`src/sfrp_defines.svh`:
```
/*
 * Constants for the serial flash read path: opcodes, phase lengths, address
 * masks and lock register field positions.
 * Assumes inclusion by the main module and the bench only.
 */
`ifndef SFRP_DEFINES_SVH
`define SFRP_DEFINES_SVH

`define SFRP_OP_READ        8'h03
`define SFRP_OP_FAST_READ   8'h0b
`define SFRP_OP_DUAL_READ   8'h3b
`define SFRP_OP_LOCK_READ   8'he8
`define SFRP_OP_OTP_READ    8'h4b
`define SFRP_ADDR_BITS      24
`define SFRP_ARRAY_AW       22
`define SFRP_OTP_AW         7
`define SFRP_OTP_LAST       7'h40
`define SFRP_SECTOR_AW      6
`define SFRP_LOCK_WLOCK_BIT 0
`define SFRP_LOCK_LDOWN_BIT 1
`define SFRP_OPC_BITS       6'h08
`define SFRP_ADDR_END       6'h20
`define SFRP_DUMMY_END      6'h28

`endif

```
`src/sfrp_pkg.sv`:
```
/*
 * Types shared by the serial flash read path.
 * Assumes the defines header is compiled alongside.
 */
package sfrp_pkg;
  typedef enum logic [2:0] {
    SFRP_CMD_NONE,
    SFRP_CMD_READ,
    SFRP_CMD_FAST,
    SFRP_CMD_DUAL,
    SFRP_CMD_LOCK,
    SFRP_CMD_OTP
  } sfrp_cmd_e;

  typedef struct packed {
    logic d0_o;
    logic d0_oe;
    logic d1_o;
    logic d1_oe;
  } sfrp_pins_s;

  typedef struct packed {
    logic [21:0] addr;
    logic        dual;
    logic        otp;
    logic        lock;
  } sfrp_rdreq_s;
endpackage

```
`src/sfrp_read_path.sv`:
```
/*
 * Device-side read instruction path of a serial NOR flash: plain, fast and
 * dual-output array reads, sector lock register read and OTP area read.
 * Assumes the host drives the serial clock and select as asynchronous pins;
 * memory contents are supplied by a combinational lookup on the user side.
 */
// How it works
// - Plain read: 24 address bits on rising
// - Plain read data shifted on falling edge
// - Fast read: address, dummy byte, then data
// - Dual read: address plus dummy byte first
// - Dual read drives two bits per edge
// - Array address increments after every data byte
// - Array address wraps to zero at top
// - Array reads ignore address bits 23-22
// - Select high stops output and instruction
// - Array read rejected while busy
// - Lock read returns addressed sector's lock
// - Lock read rejected while busy
// - Lock-down bit freezes both lock bits
// - Write lock blocks sector modify operations
// - OTP read: address, dummy, incrementing bytes
// - OTP read repeats byte 64 forever
// - OTP read ignores address bits 23-7
// - OTP read rejected while busy
// - Busy flag set during write cycles
`timescale 1ns/1ps
`include "sfrp_defines.svh"
module sfrp_read_path (
  input  wire logic                clock,
  input  wire logic                arst_n,
  input  wire logic                sck,
  input  wire logic                sel_n,
  input  wire logic                data_line_zero_i,
  input  wire logic                data_line_one_i,
  output logic                     data_line_zero_o,
  output logic                     data_line_zero_oe,
  output logic                     data_line_one_o,
  output logic                     data_line_one_oe,
  input  wire logic                write_in_progress_flag,
  output logic [21:0]              mem_addr,
  input  wire logic [7:0]          mem_data,
  output logic [6:0]               otp_addr,
  input  wire logic [7:0]          otp_data,
  input  wire logic [63:0]         lock_wr_en,
  input  wire logic [1:0]          lock_wr_val,
  input  wire logic [5:0]          modify_sector,
  output logic                     modify_allowed,
  output logic                     read_rejected
);
  // ---------------------------------------------------------------
  // Reset and pin synchronisation
  // ---------------------------------------------------------------
  logic       rst_m_r, rst_n_r;
  logic [3:0] pins_s;

  always_ff @(posedge clock or negedge arst_n) begin
    if (!arst_n) begin
      rst_m_r <= 1'b0;
      rst_n_r <= 1'b0;
    end else begin
      rst_m_r <= 1'b1;
      rst_n_r <= rst_m_r;
    end
  end

  sfrp_sync #(.W(4)) u_sync (
    .clock (clock),
    .rst_n (rst_n_r),
    .d     ({sck, ~sel_n, data_line_zero_i, data_line_one_i}),
    .q     (pins_s)
  );

  logic sck_s, sel_s, din_s;
  assign sck_s = pins_s[3];
  assign sel_s = pins_s[2];
  assign din_s = pins_s[1];

  logic sck_d_r;
  logic rise, fall;
  assign rise = sck_s & ~sck_d_r & sel_s;
  assign fall = ~sck_s & sck_d_r & sel_s;

  // ---------------------------------------------------------------
  // Sector lock bits
  // ---------------------------------------------------------------
  // Volatile: cleared by reset, standing in for power-up; a set lock-down bit clears only on reset
  logic [1:0] lock_r   [64];
  logic [1:0] lock_nxt [64];

  always_comb begin
    for (int s = 0; s < 64; s++) begin
      lock_nxt[s] = lock_r[s];
      if (lock_wr_en[s] && !lock_r[s][`SFRP_LOCK_LDOWN_BIT]) begin
        lock_nxt[s] = lock_wr_val;
      end
    end
  end

  always_ff @(posedge clock or negedge rst_n_r) begin
    if (!rst_n_r) begin
      for (int s = 0; s < 64; s++) begin
        lock_r[s] <= 2'h0;
      end
    end else begin
      for (int s = 0; s < 64; s++) begin
        lock_r[s] <= lock_nxt[s];
      end
    end
  end

  assign modify_allowed = ~lock_r[modify_sector][`SFRP_LOCK_WLOCK_BIT];

  // ---------------------------------------------------------------
  // Instruction sequencer
  // ---------------------------------------------------------------
  typedef enum logic [1:0] {
    ST_IDLE,
    ST_HEAD,
    ST_DATA,
    ST_DEAD
  } sfrp_st_e;

  function automatic logic needs_dummy(sfrp_pkg::sfrp_cmd_e c);
    return (c == sfrp_pkg::SFRP_CMD_FAST) || (c == sfrp_pkg::SFRP_CMD_DUAL) ||
           (c == sfrp_pkg::SFRP_CMD_OTP);
  endfunction

  function automatic sfrp_pkg::sfrp_cmd_e decode(logic [7:0] op);
    unique case (op)
      `SFRP_OP_READ:      return sfrp_pkg::SFRP_CMD_READ;
      `SFRP_OP_FAST_READ: return sfrp_pkg::SFRP_CMD_FAST;
      `SFRP_OP_DUAL_READ: return sfrp_pkg::SFRP_CMD_DUAL;
      `SFRP_OP_LOCK_READ: return sfrp_pkg::SFRP_CMD_LOCK;
      `SFRP_OP_OTP_READ:  return sfrp_pkg::SFRP_CMD_OTP;
      default:            return sfrp_pkg::SFRP_CMD_NONE;
    endcase
  endfunction

  sfrp_st_e            st_r, st_nxt;
  sfrp_pkg::sfrp_cmd_e cmd_r, cmd_nxt;
  logic [5:0]          cnt_r, cnt_nxt;
  logic [23:0]         sh_r, sh_nxt;
  sfrp_pkg::sfrp_rdreq_s req_r, req_nxt;
  logic [7:0]          out_r, out_nxt;
  logic [2:0]          bit_r, bit_nxt;
  logic                rej_r, rej_nxt;
  sfrp_pkg::sfrp_pins_s pins_r, pins_nxt;
  logic [7:0]          cur_byte;

  always_comb begin
    if (req_r.lock) begin
      cur_byte = {6'h00, lock_r[req_r.addr[21:16]]};
    end else if (req_r.otp) begin
      cur_byte = otp_data;
    end else begin
      cur_byte = mem_data;
    end
  end

  always_comb begin
    st_nxt    = st_r;
    cmd_nxt   = cmd_r;
    cnt_nxt   = cnt_r;
    sh_nxt    = sh_r;
    req_nxt   = req_r;
    out_nxt   = out_r;
    bit_nxt   = bit_r;
    rej_nxt   = rej_r;
    if (!sel_s) begin
      st_nxt    = ST_IDLE;
      cnt_nxt   = 6'h00;
      cmd_nxt   = sfrp_pkg::SFRP_CMD_NONE;
    end else begin
      unique case (st_r)
        ST_IDLE, ST_HEAD: begin
          st_nxt = ST_HEAD;
          if (rise) begin
            sh_nxt  = {sh_r[22:0], din_s};
            cnt_nxt = cnt_r + 6'h01;
            if (cnt_nxt == `SFRP_OPC_BITS) begin
              cmd_nxt = decode({sh_r[6:0], din_s});
              rej_nxt = 1'b0;
              if (cmd_nxt == sfrp_pkg::SFRP_CMD_NONE) begin
                st_nxt = ST_DEAD;
              end else if (write_in_progress_flag) begin
                st_nxt  = ST_DEAD;
                rej_nxt = 1'b1;
              end
            end
            if (cnt_nxt == `SFRP_ADDR_END) begin
              req_nxt.addr = sh_nxt[`SFRP_ARRAY_AW-1:0];
              req_nxt.dual = (cmd_r == sfrp_pkg::SFRP_CMD_DUAL);
              req_nxt.otp  = (cmd_r == sfrp_pkg::SFRP_CMD_OTP);
              req_nxt.lock = (cmd_r == sfrp_pkg::SFRP_CMD_LOCK);
              if (req_nxt.otp) begin
                req_nxt.addr = {15'h0000, sh_nxt[`SFRP_OTP_AW-1:0]};
              end
            end
            if ((cnt_nxt == `SFRP_ADDR_END && !needs_dummy(cmd_r)) ||
                cnt_nxt == `SFRP_DUMMY_END) begin
              st_nxt = ST_DATA;
              bit_nxt = 3'h0;
            end
          end
        end
        ST_DATA: begin
          if (fall) begin
            if (bit_r == 3'h0) begin
              out_nxt = req_r.dual ? {cur_byte[5:0], 2'b00} : {cur_byte[6:0], 1'b0};
            end else begin
              out_nxt = req_r.dual ? {out_r[5:0], 2'b00} : {out_r[6:0], 1'b0};
            end
            bit_nxt = req_r.dual ? bit_r + 3'h2 : bit_r + 3'h1;
            if (bit_nxt == 3'h0) begin
              if (req_r.otp) begin
                if (req_r.addr[6:0] != `SFRP_OTP_LAST) begin
                  req_nxt.addr = req_r.addr + 22'h000001;
                end
              end else if (!req_r.lock) begin
                req_nxt.addr = req_r.addr + 22'h000001;
              end
            end
          end
        end
        ST_DEAD: begin
          st_nxt = ST_DEAD;
        end
      endcase
    end
  end

  // Output bit chosen at the falling edge from the byte or the shifter
  logic [1:0] tx_bits;
  always_comb begin
    if (bit_r == 3'h0) begin
      tx_bits = req_r.dual ? cur_byte[7:6] : {1'b0, cur_byte[7]};
    end else begin
      tx_bits = req_r.dual ? out_r[7:6] : {1'b0, out_r[7]};
    end
  end

  always_comb begin
    pins_nxt = pins_r;
    if (!sel_s || st_r != ST_DATA) begin
      pins_nxt = '0;
    end else if (fall) begin
      pins_nxt.d1_oe = 1'b1;
      pins_nxt.d0_oe = req_r.dual;
      pins_nxt.d1_o  = req_r.dual ? tx_bits[1] : tx_bits[0];
      pins_nxt.d0_o  = req_r.dual ? tx_bits[0] : 1'b0;
    end
  end

  always_ff @(posedge clock or negedge rst_n_r) begin
    if (!rst_n_r) begin
      st_r    <= ST_IDLE;
      cmd_r   <= sfrp_pkg::SFRP_CMD_NONE;
      cnt_r   <= 6'h00;
      sh_r    <= 24'h000000;
      req_r   <= '0;
      out_r   <= 8'h00;
      bit_r   <= 3'h0;
      rej_r   <= 1'b0;
      pins_r  <= '0;
      sck_d_r <= 1'b0;
    end else begin
      st_r    <= st_nxt;
      cmd_r   <= cmd_nxt;
      cnt_r   <= cnt_nxt;
      sh_r    <= sh_nxt;
      req_r   <= req_nxt;
      out_r   <= out_nxt;
      bit_r   <= bit_nxt;
      rej_r   <= rej_nxt;
      pins_r  <= pins_nxt;
      sck_d_r <= sck_s;
    end
  end

  assign data_line_zero_o  = pins_r.d0_o;
  assign data_line_zero_oe = pins_r.d0_oe;
  assign data_line_one_o   = pins_r.d1_o;
  assign data_line_one_oe  = pins_r.d1_oe;
  assign mem_addr          = req_r.addr;
  assign otp_addr          = req_r.addr[6:0];
  assign read_rejected     = rej_r;
endmodule

```
`src/sfrp_sync.sv`:
```
/*
 * Two-flop synchroniser for the serial link pins.
 * Assumes asynchronous inputs and an active-low synchronised reset.
 */
`timescale 1ns/1ps
module sfrp_sync #(
  parameter int W = 1
) (
  input  wire logic         clock,
  input  wire logic         rst_n,
  input  wire logic [W-1:0] d,
  output logic      [W-1:0] q
);
  logic [W-1:0] meta_r;
  logic [W-1:0] q_r;

  always_ff @(posedge clock or negedge rst_n) begin
    if (!rst_n) begin
      meta_r <= '0;
      q_r    <= '0;
    end else begin
      meta_r <= d;
      q_r    <= meta_r;
    end
  end

  assign q = q_r;
endmodule

```
`config.mk`:
```
export PLATFORM = sky130hd
export DESIGN_NAME = sfrp_read_path
export DESIGN_NICKNAME = d
export VERILOG_FILES = /design/src/sfrp_pkg.sv /design/src/sfrp_read_path.sv /design/src/sfrp_sync.sv
export VERILOG_INCLUDE_DIRS = /design/src
export SDC_FILE = /design/constraint.sdc
export NUM_CORES = 1
export LEC_CHECK = 0
export BUFFER_PORTS_ARGS = -buffer_cell sky130_fd_sc_hd__buf_2
export CAP_MARGIN = 0
export CORE_ASPECT_RATIO = 1.2
export CORE_MARGIN = 5
export CORE_UTILIZATION = 50
export DETAILED_ROUTE_END_ITERATION = 10
export PLACE_DENSITY = 0.77
export SETUP_SLACK_MARGIN = 0.05
export SYNTH_ARGS = -nofsm -noshare
export SYNTH_HDL_FRONTEND = slang
export SYNTH_SLANG_ARGS = --single-unit
```
`constraint.sdc`:
```
create_clock -name clock -period 8.7 [get_ports clock]
set_input_delay 1.305 -clock clock [delete_from_list [all_inputs] [get_ports clock]]
set_output_delay 1.305 -clock clock [all_outputs]
set_load 0.02 [all_outputs]
```
==> reports/metrics.yaml, run 1 <==
layout:
  drive_gt1_share_pct: 30.9
  antenna_cells: 0
  n_fill_cell: 1859
  fin_nets: 1116
  syn2layout_area_growth_pct: 11.2
timing:
  slew_headroom_pct: 19.9
  finalSetupViolCount: 0
  fin_crit_sh_pct: 56.5
  period_minus_slack_ps: 4920
  rsz0062_at_grt: "no"
  finalSetupTns_ps: 0
  slew_violations: 0
  clock_skew_ps: 22.4
  fmax_ghz: 0.203
  tightestPinTransition_ps: 1200
  hold_viol: 0
synthesis:
  syn_area_mm2: 0.0110
  yosys_warnings: 0
  synth_top_family_by_area: "multiplexers"
  synthXorXnorAreaFrac_pct: 0.796
  synth-compound-area-share_pct: 12.6
  synth_edf_count: 0
  async_flop_share_pct: 100
  yosys.area_share.adder_pct: 0.683
  syn_nets: 1045
  yosys.area.top_type_share_pct: 47.5
  syn_inst: 944
  synth_seq_area_share_pct: 47.5
  yosys_register_bits: 209
  yosys-top-cells-area: "dfrtp_1, mux2_2, mux4_2"
  yosysTopAreaCell: "dfrtp_1"
  synth_simple_gate_area_share_pct: 11.9
  synth_flop_cell: "dfrtp_1"
  synth.avg_cell_area_um2: 11.7
  synth.area.mux_share_pct: 21.1
  synth.distinct_cells: 66
route:
  drtIter0Drc: 443
  ant_nets: 0
  first_pass_iters: 6
  routed_wirelength_um: 25300
  vias: 7614
  viasPerCell: 5.83
  wl_per_cell_um: 19.3
  drc: 0
placement:
  place.gp.congestion: 0.794
  portBuffers: 128
  hpwl_um: 17300
pwr:
  p_seq_share_pct: 49.8
  p_leak_nw: 4.90
  p_comb_share_pct: 11.2
  internal_power_w: 0.00174
  peakVddDrop_mv: 0.170
  power.switching_w: 0.000576
  p_total_w: 0.00232
  power_density_mw_per_mm2: 190
  power_frac_clock_pct: 39.0
  netSwitchingFraction_pct: 24.9
floorplanning:
  die_w_um: 145
  die_y_um: 172
  start_util_pct: 50.7
  rows: 59
  coreArea_mm2: 0.0217
  io_pins: 130
  die-area_mm2: 0.0251
global_routing:
  antenna_found_initial: 0
  grt_usage_pct: 20.2
  grt_pass1_wl_um: 41600
  grt_max_degree: 80
  grt-ovfl-total: 0
  grt_pass1_vias: 7981
clock_network:
  cts_tree: "built"
  cts_resized: 0
  clkTransAtPathRegs_ps: 60
  clock_sinks: 209
  hold_buffers: 0
  post-cts-setup-buffer-count: 0
  cts.path.max_buffers: 3
  h-tree-depth: 1
  clkLatencyLatePin_ps: 510
  numCtsBuffers: 23
  clockRootBuffer: "clkbuf_16"
worst_setup_path:
  critPathArrivalTime_ps: 3610
  cp_common_cell: "mux4_2"
  critPathMaxStageDelay_ps: 600
  cp.required_ps: 7390
  crit_family: "multiplexers"
  start_kind: "input port"
  cp_num_buf_inv: 3
  cp_cell_sequence: "buf_2, mux4_2, mux4_2, mux4_2, inv_1, buf_2"
  end_kind: "primary output"
  critPathSlowestCell: "mux4_2"
  worstPathMaxFanout: 16
  crit_type: "in2out"
outcome:
  status: "completed"
job:
  drv_cap: 0
min_path:
  hp-class: "reg2reg"
placed cells by master, fill, tap and decap left out, types with 6 or more instances in the layout:
cell,Yosys,final
a21o_1,66,66
a21oi_1,30,30
a22oi_1,11,11
a31oi_1,10,10
and2_1,8,8
and3_1,7,7
buf_2,6,128
buf_4,36,9
clkbuf_1,40,8
clkbuf_16,0,23
dfrtp_1,209,207
ha_1,6,6
inv_1,14,14
mux2_2,96,96
mux2i_1,23,23
mux4_2,45,45
nand2_1,41,41
nand2b_1,6,6
nand3_1,11,11
nand4_1,8,8
nor2_1,48,48
nor2b_1,77,77
nor3_1,9,9
nor4_1,6,6
o21ai_0,40,40
o21ai_1,7,7
xnor2_1,7,7
through the flow:
step	area [um^2]	std cells	util [%]	setup WS, ps	hold WS, ps
2_1_floorplan	11000	944	-	2440	331
3_3_place_gp	11500	1264	53.1	3760	334
3_5_place_dp	11500	1264	53.1	3780	336
4_1_cts	12200	1306	56.3	3750	356
5_1_grt	12200	1306	56.3	3660	361
6_report	12200	1306	56.3	3780	354
power by group through the flow:
stage          clock (W)  combinational (W)  sequential, W
2_1_floorplan          0           0.000202        0.00114
3_3_place_gp           0           0.000254        0.00116
3_5_place_dp           0           0.000260        0.00117
4_1_cts         0.000926           0.000262        0.00115
5_1_grt         0.000973           0.000285        0.00117
6_report        0.000903           0.000260        0.00115
cells in the mapped netlist, types with 4 or more instances:
master / number
o21ai_0: 40
a22oi_1: 11
dfrtp_1: 209
a211oi_1: 4
nor2b_1: 77
clkbuf_1: 40
mux4_2: 45
o22ai_1: 4
mux2_2: 96
nor4_1: 6
mux2i_1: 23
nor2_1: 48
nand2_1: 41
nand2b_1: 6
nand3b_1: 5
a32oi_1: 5
and2_1: 8
o21ai_1: 7
buf_4: 36
ha_1: 6
nor3_1: 9
inv_1: 14
buf_2: 6
buf_6: 5
nand3_1: 11
nand4_1: 8
a221oi_1: 5
and3_1: 7
xnor2_1: 7
a31oi_1: 10
a21o_1: 66
a21oi_1: 30
sequential cells by signal, summed over array words and instances, names as in the netlist, 2 cells and up:
signal and cells:
mem_addr 22, lock_r 128, cnt_r 6, req_r 3
sh_r 21, out_r 7, st_r 2, cmd_r 3
u_sync.meta_r 3, bit_r 3, u_sync.q 3
cell type report:
type	instances	area (um^2)	share of cell area [%]
Sequential cell	209	5240	42.8
Multi-Input combinational cell	630	5190	42.5
Timing Repair Buffer	137	708	5.79
Clock buffer	34	647	5.29
Tap cell	274	343	2.80
Inverter	14	52.6	0.430
Clock inverter	8	50.0	0.409
per-layer routing:
layer  vias to the layer above  part of all wire (%)  global-route usage [%]
li1                       3550                     -                       -
met1                      3845                    43                    26.5
met2                       190                    50                    35.6
met3                        29                   5.0                    3.51
met4                         0                   1.5                    4.34
met5                         -                     0                       0
cell families after synthesis:
logic type                 count (synthesis)
AOI/OAI and AO/OA                        207
DFF                                      209
xor gates and xnor gates                  10
adders and majority gates                  6
and+or+nand+nor                          242
other                                      1
buffers and inverters                    105
muxes                                    164
path summary, 6_finish.rpt:
check / startpoint / to / cells after the start / slack (ps)
max in group asynchronous: rst_n_r$_DFF_PN0_ / lock_r[60]$_DFFE_PN0P_ / 1 / 6790
worst min register to register: rst_m_r$_DFF_PN0_ / rst_n_r$_DFF_PN0_ / 0 / 350
worst min-delay path: rst_m_r$_DFF_PN0_ / rst_n_r$_DFF_PN0_ / 0 / 350
min in group asynchronous: rst_n_r$_DFF_PN0_ / lock_r[105]$_DFFE_PN0P_ / 0 / 410
worst max register to register: u_sync.q[2]$_DFF_PN0_ / mem_addr[21]$_DFFE_PN0P_ / 6 / 5130
worst max-delay path: modify_sector[0] / modify_allowed / 6 / 3780
Note: power is estimated with default switching activity, not from simulation.
==> inputs of run 2 (changes only) <==
clock period = 4.9 ns   (was 8.7 ns; I/O delays follow)
==> reports/metrics.yaml, run 2 (synthesis gave the netlist of run 1 again) <==
placement:
  place_ws_ps: 1080  # was 3780 ps
  dpl_cell_area_mm2: 0.0115  # about the same
  place.gp.congestion: 0.808  # was 0.794
  hpwl_um: 17200  # was 17300 um
  portBuffers: 128  # unchanged
worst_setup_path:
  cp.required_ps: 4160  # was 7390 ps
  crit_start: "modify_sector[0]"  # unchanged
  start_kind: "input port"  # unchanged
  end_kind: "primary output"  # unchanged
  critPathArrivalTime_ps: 3070  # was 3610 ps
  worstPathMaxFanout: 16  # unchanged
  reg2reg_from: "u_sync.q[3]$_DFF_PN0_"  # was u_sync.q[2]$_DFF_PN0_
  crit_type: "in2out"  # unchanged
global_routing:
  grt-ovfl-total: 0  # unchanged
  antenna_found_initial: 0  # unchanged
  grt_pass1_vias: 8043  # was 7981
  grt_max_degree: 119  # was 80
  grt_usage_pct: 20.0  # was 20.2%
  grt_pass1_wl_um: 41400  # was 41600 um
timing:
  finalSetupViolCount: 0  # unchanged
  slew_headroom_pct: 20.9  # was 19.9%
  slew_violations: 0  # unchanged
  tightestPinTransition_ps: 1180  # was 1200 ps
  finalSetupTns_ps: 0  # unchanged
  period_minus_slack_ps: 3810
  hold_viol: 0  # unchanged
  rsz0062_at_grt: "no"  # unchanged
  fmax_ghz: 0.263
  fin_crit_sh_pct: 77.7
  setup_slack_ps: 1090  # was 3780 ps
  clock_skew_ps: 7.53  # was 22.4 ps
clock_network:
  clkTransAtPathRegs_ps: 60  # about the same
  cts_tree: "built"  # unchanged
  cts_resized: 0  # unchanged
  h-tree-depth: 1  # unchanged
  post-cts-setup-buffer-count: 0  # unchanged
  clkLatencyLatePin_ps: 500  # was 510 ps
  clockRootBuffer: "clkbuf_16"  # unchanged
  cts.path.max_buffers: 3  # unchanged
  numCtsBuffers: 23  # unchanged
  clock_sinks: 209  # unchanged
layout:
  largest_register_ffs: 128  # unchanged
  final_area_mm2: 0.0123  # was 0.0122 mm^2
  layout_common_cells: "dfrtp_1, buf_2, mux2_2, nor2b_1, a21o_1"  # unchanged
  fin_util_pct: 56.8  # was 56.3%
  n_fill_cell: 1822  # was 1859
  mostFrequentLayoutCell: "dfrtp_1"  # unchanged
  antenna_cells: 0  # unchanged
  regMostFlops: "lock_r"  # unchanged
  syn2layout_area_growth_pct: 12.2  # was 11.2%
  drive_gt1_share_pct: 31.4  # was 30.9%
  fin_nets: 1117  # was 1116
min_path:
  hp-class: "reg2async"  # was reg2reg
pwr:
  power_density_mw_per_mm2: 348  # was 190 mW/mm^2
  peakVddDrop_mv: 0.284  # was 0.170 mV
  p_leak_nw: 4.97  # was 4.90 nW
floorplanning:
  die_w_um: 145  # unchanged
  coreArea_mm2: 0.0217  # unchanged
  start_util_pct: 50.7  # unchanged
  die-area_mm2: 0.0251  # unchanged
  io_pins: 130  # unchanged
  die_y_um: 172  # unchanged
  rows: 59  # unchanged
route:
  viasPerCell: 5.97  # was 5.83
  routed_wirelength_um: 25000  # was 25300 um
  wl_per_cell_um: 19.2  # was 19.3 um
  first_pass_iters: 5  # was 6
  vias: 7796  # was 7614
  drc: 0  # unchanged
  ant_nets: 0  # unchanged
  drtIter0Drc: 595  # was 443
outcome:
  status: "completed"  # unchanged
job:
  drv_cap: 0  # unchanged
## run 2: cell count changes in the layout (fill, tap and decap cells not counted), sizes merged
cell / change
inv: -2
bufinv: +3
dlygate4sd3: +1
clkbuf: -4
clkinvlp: -1
clkinv: +3
## run 2: final timing paths
kind	endpoint	slack, ps	depth (start not counted)
max in group asynchronous	lock_r[19]$_DFFE_PN0P_	3490	1
min in group clock	u_sync.meta_r[1]$_DFF_PN0_	340	1
worst min register to register	lock_r[105]$_DFFE_PN0P_	210	0
worst max register to register	mem_addr[1]$_DFFE_PN0P_	1530	7
worst min-delay path	lock_r[105]$_DFFE_PN0P_	210	0
worst max-delay path	modify_allowed	1090	6
## run 2: timing repair
item	in CTS	in global routing
endpoints found under the hold margin	2	0
hold buffers	1	0
setup endpoints to repair	0	0
## run 2: cell type report
type	instances	area [um^2]	area share, %
clock buffer	30	652	5.28
tap	274	343	2.78
inverter	14	52.6	0.426
clock inverter	11	134	1.09
timing repair buffer	138	731	5.92
multi-input combinational	630	5190	42.1
sequential	209	5240	42.4
## run 2: power by group
part           internal [W]  switching (W)
sequential          0.00189       0.000152
combinational      0.000290       0.000184
clock               0.00109       0.000691
## run 2: per-stage QoR
| stage | total power (W) | cells | hold WS (ps) |
|---|---|---|---|
| after detailed placement | 0.00254 | 1264 | 208 |
| after CTS | 0.00434 | 1306 | 214 |
| after floorplan | 0.00238 | 944 | 331 |
| final | 0.00430 | 1306 | 206 |
| after global placement | 0.00252 | 1264 | 206 |
| after global routing | 0.00448 | 1306 | 228 |
## run 2: routing by layer
layer | vias up | part of all wire [%] | global-route usage (%)
met3 | 45 | 5.8 | 3.46
li1 | 3562 | - | -
met1 | 3955 | 41 | 26.0
met5 | - | 0 | 0
met2 | 234 | 50 | 34.8
met4 | 0 | 2.8 | 5.92
## run 2: worst max-delay path, cell delays in order
cell    delay, ps
buf_2         460
mux4_2        600
mux4_2        510
mux4_2        480
inv_1         110
buf_2         170
